===== src/irq_ctrl_regs.vh =====
`ifndef IRQ_CTRL_REGS_VH
`define IRQ_CTRL_REGS_VH

// Vector slot addresses
`define VEC_RESET     8'h04
`define VEC_SYS_EXC   8'h08
`define VEC_RESERVED  8'h0c
`define VEC_FIRST_SRC 8'h10
`define VEC_STRIDE    8'h04

// Width of a presented slot address
`define VEC_W         8

// Programmable sources and their indices
`define NUM_SRC       24
`define SRC_IDX_W     5
`define SRC_PORT7     5'h08
`define SRC_PORT0     5'h0f
`define SRC_PORTC3    5'h14

// Priority level field width; level 0 keeps a source out
`define PRIO_W        2

// Service address byte order inside a 4-byte entry
`define VEC_BYTE_HI   2'h1
`define VEC_BYTE_LO   2'h3

`endif


===== src/pin_edge_sync.v =====
`timescale 1ns/1ns
module pin_edge_sync #(
  parameter W = 8
) (
  // Clock and reset
  input  wire         clk,
  input  wire         sys_rst,
  // Raw pins and edge pulses
  input  wire [W-1:0] pin,
  output reg  [W-1:0] rise_q,
  output reg  [W-1:0] fall_q
);

  reg [W-1:0] s1_q;
  reg [W-1:0] s2_q;
  reg [W-1:0] s3_q;
  reg [W-1:0] lvl_q;
  wire [W-1:0] agree;
  wire [W-1:0] lvl_d;

  // A change counts only once the second and third stages agree
  assign agree = ~(s2_q ^ s3_q);
  assign lvl_d = (agree & s3_q) | (~agree & lvl_q);

  always @(posedge clk) begin
    if (sys_rst) begin
      s1_q   <= {W{1'b0}};
      s2_q   <= {W{1'b0}};
      s3_q   <= {W{1'b0}};
      lvl_q  <= {W{1'b0}};
      rise_q <= {W{1'b0}};
      fall_q <= {W{1'b0}};
    end else begin
      s1_q   <= pin;
      s2_q   <= s1_q;
      s3_q   <= s2_q;
      lvl_q  <= lvl_d;
      rise_q <= lvl_d & ~lvl_q;
      fall_q <= ~lvl_d & lvl_q;
    end
  end

endmodule


===== src/vectored_priority_interrupt_ctrl.v =====
`timescale 1ns/1ns
`include "irq_ctrl_regs.vh"

module vectored_priority_interrupt_ctrl (
  // Clock and reset
  input  wire                          clk,
  input  wire                          sys_rst,
  // Peripheral pulses: 0..7 timers..converter, 8..11 pwm..pwm fault
  input  wire [11:0]                   periph_pulse,
  input  wire [3:0]                    dma_pulse,
  input  wire                          on_chip_debugger_request,
  input  wire                          sys_exc_pulse,
  // Pins from outside the clock domain
  input  wire [7:0]                    port_a_pin,
  input  wire [7:0]                    port_d_pin,
  input  wire [3:0]                    port_c_pin,
  input  wire                          cmp_out,
  // Configuration levels
  input  wire [7:0]                    pin_sel_d,
  input  wire [7:0]                    pin_edge_rise,
  input  wire                          cmp_sel,
  input  wire                          dbg_sel,
  input  wire [3:0]                    portc_sel_pin,
  input  wire [`NUM_SRC*`PRIO_W-1:0]   src_level,
  input  wire                          vectored_mode,
  // Software request control, one-cycle pulses
  input  wire [`NUM_SRC-1:0]           sw_set,
  input  wire [`NUM_SRC-1:0]           sw_clear,
  input  wire                          enable_set,
  input  wire                          enable_clear,
  // Processor handshake
  input  wire                          cpu_ack,
  output reg                           irq_valid_q,
  output reg  [`VEC_W-1:0]             vec_addr_q,
  output reg  [`NUM_SRC-1:0]           req_q,
  output reg                           global_irq_enable_flag_q
);

  wire [7:0] a_rise;
  wire [7:0] a_fall;
  wire [7:0] d_rise;
  wire [7:0] d_fall;
  wire [3:0] c_rise;
  wire [3:0] c_fall;
  wire       k_rise;
  wire       k_fall;

  pin_edge_sync #(.W(21)) u_pins (
    .clk     (clk),
    .sys_rst (sys_rst),
    .pin     ({cmp_out, port_c_pin, port_d_pin, port_a_pin}),
    .rise_q  ({k_rise, c_rise, d_rise, a_rise}),
    .fall_q  ({k_fall, c_fall, d_fall, a_fall})
  );

  reg [`NUM_SRC-1:0]   hw_set;
  reg [7:0]            pin_evt;
  reg                  pin_r;
  reg                  pin_f;
  integer              b;

  // Hardware request pulses per slot
  always @* begin
    hw_set  = {`NUM_SRC{1'b0}};
    pin_evt = 8'h00;
    for (b = 0; b < 8; b = b + 1) begin
      pin_r      = pin_sel_d[b] ? d_rise[b] : a_rise[b];
      pin_f      = pin_sel_d[b] ? d_fall[b] : a_fall[b];
      pin_evt[b] = pin_edge_rise[b] ? pin_r : pin_f;
    end
    hw_set[7:0] = periph_pulse[7:0];
    hw_set[`SRC_PORT7] = cmp_sel ? (k_rise | k_fall) : pin_evt[7];
    for (b = 1; b < 7; b = b + 1) begin
      hw_set[`SRC_PORT7 + 7 - b] = pin_evt[b];
    end
    hw_set[`SRC_PORT0] = dbg_sel ? on_chip_debugger_request
                                 : pin_evt[0];
    hw_set[19:16] = periph_pulse[11:8];
    for (b = 0; b < 4; b = b + 1) begin
      hw_set[`SRC_PORTC3 + 3 - b] = portc_sel_pin[b]
                                    ? (c_rise[b] | c_fall[b])
                                    : dma_pulse[b];
    end
  end

  // Arbitration: highest level first, then lowest slot index
  reg [`PRIO_W-1:0]    best_lvl;
  reg [`SRC_IDX_W-1:0] best_idx;
  reg [`PRIO_W-1:0]    lvl;
  integer              i;

  always @* begin
    best_lvl = {`PRIO_W{1'b0}};
    best_idx = {`SRC_IDX_W{1'b0}};
    lvl      = {`PRIO_W{1'b0}};
    for (i = `NUM_SRC - 1; i >= 0; i = i - 1) begin
      lvl = src_level[i*`PRIO_W +: `PRIO_W];
      if (req_q[i] && lvl != 2'h0 && lvl >= best_lvl) begin
        best_lvl = lvl;
        best_idx = i[`SRC_IDX_W-1:0];
      end
    end
  end

  reg                  rst_pend_q;
  reg                  exc_pend_q;
  reg                  sel_src_q;
  reg [`SRC_IDX_W-1:0] sel_idx_q;
  wire                 mask_ok;
  wire                 take;
  wire                 acked;
  wire [`VEC_W-1:0]    src_vec;
  reg  [`NUM_SRC-1:0]  ack_clr;

  // Polled mode keeps maskable requests away from the processor
  assign mask_ok = vectored_mode && global_irq_enable_flag_q
                   && best_lvl != 2'h0;
  assign take    = !irq_valid_q && (rst_pend_q || exc_pend_q || mask_ok);
  assign acked   = irq_valid_q && cpu_ack;
  // Slots are 4 bytes apart so the address low bits stay zero
  assign src_vec = `VEC_FIRST_SRC
                   + {1'b0, best_idx, 2'b00};

  always @* begin
    ack_clr = {`NUM_SRC{1'b0}};
    if (acked && sel_src_q) begin
      ack_clr[sel_idx_q] = 1'b1;
    end
  end

  always @(posedge clk) begin
    if (sys_rst) begin
      req_q                    <= {`NUM_SRC{1'b0}};
      global_irq_enable_flag_q <= 1'b0;
      rst_pend_q               <= 1'b1;
      exc_pend_q               <= 1'b0;
      irq_valid_q              <= 1'b0;
      vec_addr_q               <= {`VEC_W{1'b0}};
      sel_src_q                <= 1'b0;
      sel_idx_q                <= {`SRC_IDX_W{1'b0}};
    end else begin
      // A new pulse in the clearing cycle survives
      req_q <= (req_q & ~sw_clear & ~ack_clr)
               | hw_set | sw_set;
      if (acked && sel_src_q) begin
        global_irq_enable_flag_q <= 1'b0;
      end else if (enable_set) begin
        global_irq_enable_flag_q <= 1'b1;
      end else if (enable_clear) begin
        global_irq_enable_flag_q <= 1'b0;
      end
      if (sys_exc_pulse) begin
        exc_pend_q <= 1'b1;
      end else if (acked && !sel_src_q && vec_addr_q == `VEC_SYS_EXC) begin
        exc_pend_q <= 1'b0;
      end
      if (acked && vec_addr_q == `VEC_RESET) begin
        rst_pend_q <= 1'b0;
      end
      if (take) begin
        irq_valid_q <= 1'b1;
        if (rst_pend_q) begin
          vec_addr_q <= `VEC_RESET;
          sel_src_q  <= 1'b0;
        end else if (exc_pend_q) begin
          vec_addr_q <= `VEC_SYS_EXC;
          sel_src_q  <= 1'b0;
        end else begin
          vec_addr_q <= src_vec;
          sel_src_q  <= 1'b1;
          sel_idx_q  <= best_idx;
        end
      end else if (acked) begin
        irq_valid_q <= 1'b0;
      end
    end
  end

endmodule


===== config.mk =====
export PLATFORM = sky130hd
export DESIGN_NAME = vectored_priority_interrupt_ctrl
export DESIGN_NICKNAME = d
export VERILOG_FILES = /design/src/pin_edge_sync.v /design/src/vectored_priority_interrupt_ctrl.v
export VERILOG_INCLUDE_DIRS = /design/src
export SDC_FILE = /design/constraint.sdc
export NUM_CORES = 1
export LEC_CHECK = 0
export ABC_CLOCK_PERIOD_IN_PS = 37800
export BUFFER_PORTS_ARGS = -buffer_cell sky130_fd_sc_hd__buf_2
export CAP_MARGIN = 0
export CORE_MARGIN = 1
export CORE_UTILIZATION = 54
export CTS_CLUSTER_DIAMETER = 50
export CTS_CLUSTER_SIZE = 40
export DETAILED_ROUTE_END_ITERATION = 7
export GPL_TIMING_DRIVEN = 0
export PLACE_DENSITY = 0.87
export SLEW_MARGIN = 30
export SYNTH_ARGS = -nofsm -noshare
export SYNTH_HDL_FRONTEND = slang
export SYNTH_SLANG_ARGS = --single-unit
export TNS_END_PERCENT = 50

===== constraint.sdc =====
create_clock -name clk -period 37.8 [get_ports clk]
set_clock_uncertainty 0.1 [all_clocks]
set_input_delay 5.67 -clock clk [delete_from_list [all_inputs] [get_ports clk]]
set_output_delay 5.67 -clock clk [all_outputs]
set_load 0.05 [all_outputs]

==> impl_metrics.csv <==
group,metric,value,unit
outcome,status,"complete, no violations",
synthesis,async_flop_share,0,%
power_and_ir_drop,p_leak,0.00423,µW
drt,dr.pass1.iters,5,
cts,path_clk_slew,0.07,ns
layout,mostFrequentLayoutCells,"buf_2 (195), dfxtp_1 (166), nor2b_1 (88)",
sta,setup_viol,0,
sta,fin_tns_setup,0,ns
global_routing,grt-ovfl-total,0,
power_and_ir_drop,peakVddDrop,0.0000381,V
setup_path,path_class,"input port to flip-flop",
sta,hold-worst-slack,0.312,ns
setup_path,crit_fanout,10,
setup_path,required,38.01,ns
sta,rsz0062_at_grt,"false",
synthesis,yosys.area.top_type,"dfxtp_1",
drt,vias,7805,
sta,final_max_slew_viol_count,0,
min_path,holdCritPathClass,"flip-flop to flip-flop",
drt,route.detailed.drc,0,
synthesis,synthCells,926,
layout,syn_to_final_growth,23.5,%
floorplan,die_area,15400,µm²
sta,hold_viol_final,0,
setup_path,start_kind,"input port",
cts,numCtsBuffers,17,
synthesis,ys.flop_type,"dfxtp_1",
cts,cts_tree,"done",
place,hpwlAfterDp,17200,µm
floorplan,die_w,124,µm
cts,insertion_delay,0.42,ns
floorplan,die_h,124,µm
global_routing,grt_antenna_before_repair,2,
setup_path,cp_slowest_cell,"mux2_2",
sta,worstMarginPinSlew,0.861,ns
sta,fin_crit_sh,93.7,%
synthesis,yosysUniqueCellTypes,81,
setup_path,max_stage_delay,0.41,ns
synthesis,yosysSeqAreaShare,41.2,%
sta,slew-limit-headroom,42.6,%
synthesis,yosys_warnings,0,
cts,clk_path_buf_depth,2,
synthesis,syn_area_per_cell,8.70,µm²
global_routing,grt_pass1_wl,35000,µm
global_routing,grt_max_degree,17,
power_and_ir_drop,power,457,µW
drt,dr.first_iter.drc_count,722,
global_routing,grt_pass1_vias,7420,
cts,cts_root_buffer,"clkbuf_16",
sta,min_period,35.41,ns
layout,final_common_cell,"buf_2",
floorplan,placementRows,44,
layout,fin_nets,1330,
setup_path,critPathArrivalTime,35.62,ns
floorplan,core_region_area,14500,µm²
setup_path,cp-end-kind,"flip-flop",
power_and_ir_drop,power.density,45.9,nW/µm²
global_routing,grt_usage,29.9,%
sta,fmax,0.0282,GHz
floorplan,io_pins,197,
drt,finalWirelength,22800,µm
drt,final_antenna_net_count,0,
synthesis,yosysTopAreaCellShare,41.2,%
cts,h-tree-depth,4,
cts,postCtsHoldBufs,0,
synthesis,ys_seq_elements,166,
synthesis,synth_edf_count,0,
place,gp_congestion,0.969,
place,numPortBuffers,194,
synthesis,synth_area_leaders,"dfxtp_1 (41%), nor2b_1 (6.8%), a21oi_1 (4.1%)",
cts,cts_sinks,166,
drt,vias_per_cell,5.82,
drt,post_drt_wl_per_cell,17.0,µm
synthesis,syn-cell-area,8060,µm²
layout,drive_above_1_share,23.7,%
run,maxCapViolCount,0,
floorplan,start_util,55.4,%
## power breakdown
group	switching (µW)	internal, µW	leakage (µW)	total [µW]
registers	5.26	180	0.00136	186
clock network	75.7	103	0.000298	179
logic	55.1	37.1	0.00258	92.1
## stage by stage
| step | setup slack (ns) | area [µm²] | cells | util (%) |
|---|---|---|---|---|
| 2_1_floorplan | 4.76 | 8060 | 927 | - |
| 3_3_place_gp | 1.38 | 9260 | 1305 | 63.7 |
| 3_5_place_dp | 1.06 | 9270 | 1305 | 63.8 |
| 4_1_cts | 1.32 | 9880 | 1337 | 68.0 |
| 5_1_grt | 0.0221 | 9950 | 1339 | 68.4 |
| 6_report | 2.39 | 9950 | 1340 | 68.5 |
## cell type report
class                      count  area (µm²)
fill                        1198        4580
multi-input combinational    696        4550
sequential                   166        3320
timing repair buffer         195         976
clock buffer                  20         457
tap                          184         230
clock inverter                12         154
inverter                      36         135
buffer                        29         118
antenna                        2        5.00
## repair_timing
| action | 4_1_cts | 5_1_grt |
|---|---|---|
| setup endpoints to repair | 0 | 13 |
| setup buffers | 0 | 0 |
| gates resized for setup | 0 | 15 |
## synth_stat cells (all sizes together) (5+ instances only)
cell type	count
nand3b	6
nor3b	6
nor4b	22
a211oi	6
and3	7
a21oi	67
a21o	6
nand3	38
inv	36
o21ai	56
mux2i	5
o311a	5
nor2	67
mux2	10
nor3	53
and2	9
nor2b	88
a311oi	5
ha	26
dfxtp	166
mux4	8
nand2b	42
nand2	69
a32oi	5
clkbuf	25
## layer usage
metal | part of all wire (%) | routed length [µm] | vias up | global-route usage (%)
met1 | 40 | 9100 | 3641 | 35.0
met2 | 48 | 11000 | 332 | 50.8
met3 | 7.3 | 1670 | 68 | 5.36
met4 | 4.4 | 996 | 0 | 17.7
li1 | - | - | 3764 | -
met5 | 0 | 0 | - | 0
## sequential cells by signal, indices dropped and copies added, names as in the netlist
name                      cells
u_pins.s3_q                  21
req_q                        24
vec_addr_q                    6
u_pins.lvl_q                 21
exc_pend_q                    1
sel_src_q                     1
u_pins.rise_q                21
rst_pend_q                    1
irq_valid_q                   1
sel_idx_q                     5
u_pins.s1_q                  21
global_irq_enable_flag_q      1
u_pins.s2_q                  21
u_pins.fall_q                21
## worst max-delay path: cells and delay by family
| family | cells | cell delay (ns) |
|---|---|---|
| buffers and inverters | 4 | 0.31 |
| AOI/OAI and AO/OA | 54 | 11.89 |
| adders and majority gates | 24 | 6.24 |
| and+or+nand+nor | 62 | 9.22 |
| muxes | 6 | 2.28 |
## worst paths after layout
check / startpoint / end / slack [ns] / cells past startpoint
setup / recovery: src_level[46] / vec_addr_q[4]$_SDFFE_PP0P_ / 2.39 / 150
hold / removal: u_pins.s3_q[17]$_SDFF_PP0_ / u_pins.fall_q[17]$_SDFF_PP0_ / 0.31 / 1
setup reg to reg: req_q[23]$_SDFF_PP0_ / vec_addr_q[4]$_SDFFE_PP0P_ / 7.32 / 149
hold reg to reg: u_pins.s3_q[17]$_SDFF_PP0_ / u_pins.fall_q[17]$_SDFF_PP0_ / 0.31 / 1
## cells by family (layout without fill, tap and decap cells)
| kind of cell | after synthesis | in the layout | synth area share [%] |
|---|---|---|---|
| and+or+nand+nor | 430 | 430 | 29.2 |
| AOI/OAI and AO/OA | 212 | 212 | 17.7 |
| DFF | 166 | 166 | 41.2 |
| buffers and inverters | 65 | 292 | 3.14 |
| adders and majority gates | 28 | 28 | 4.29 |
| muxes | 23 | 23 | 4.30 |
| other | 1 | 4 | 0.0465 |
| xor gates and xnor gates | 1 | 1 | 0.109 |
(Power assumes the default switching activity.)
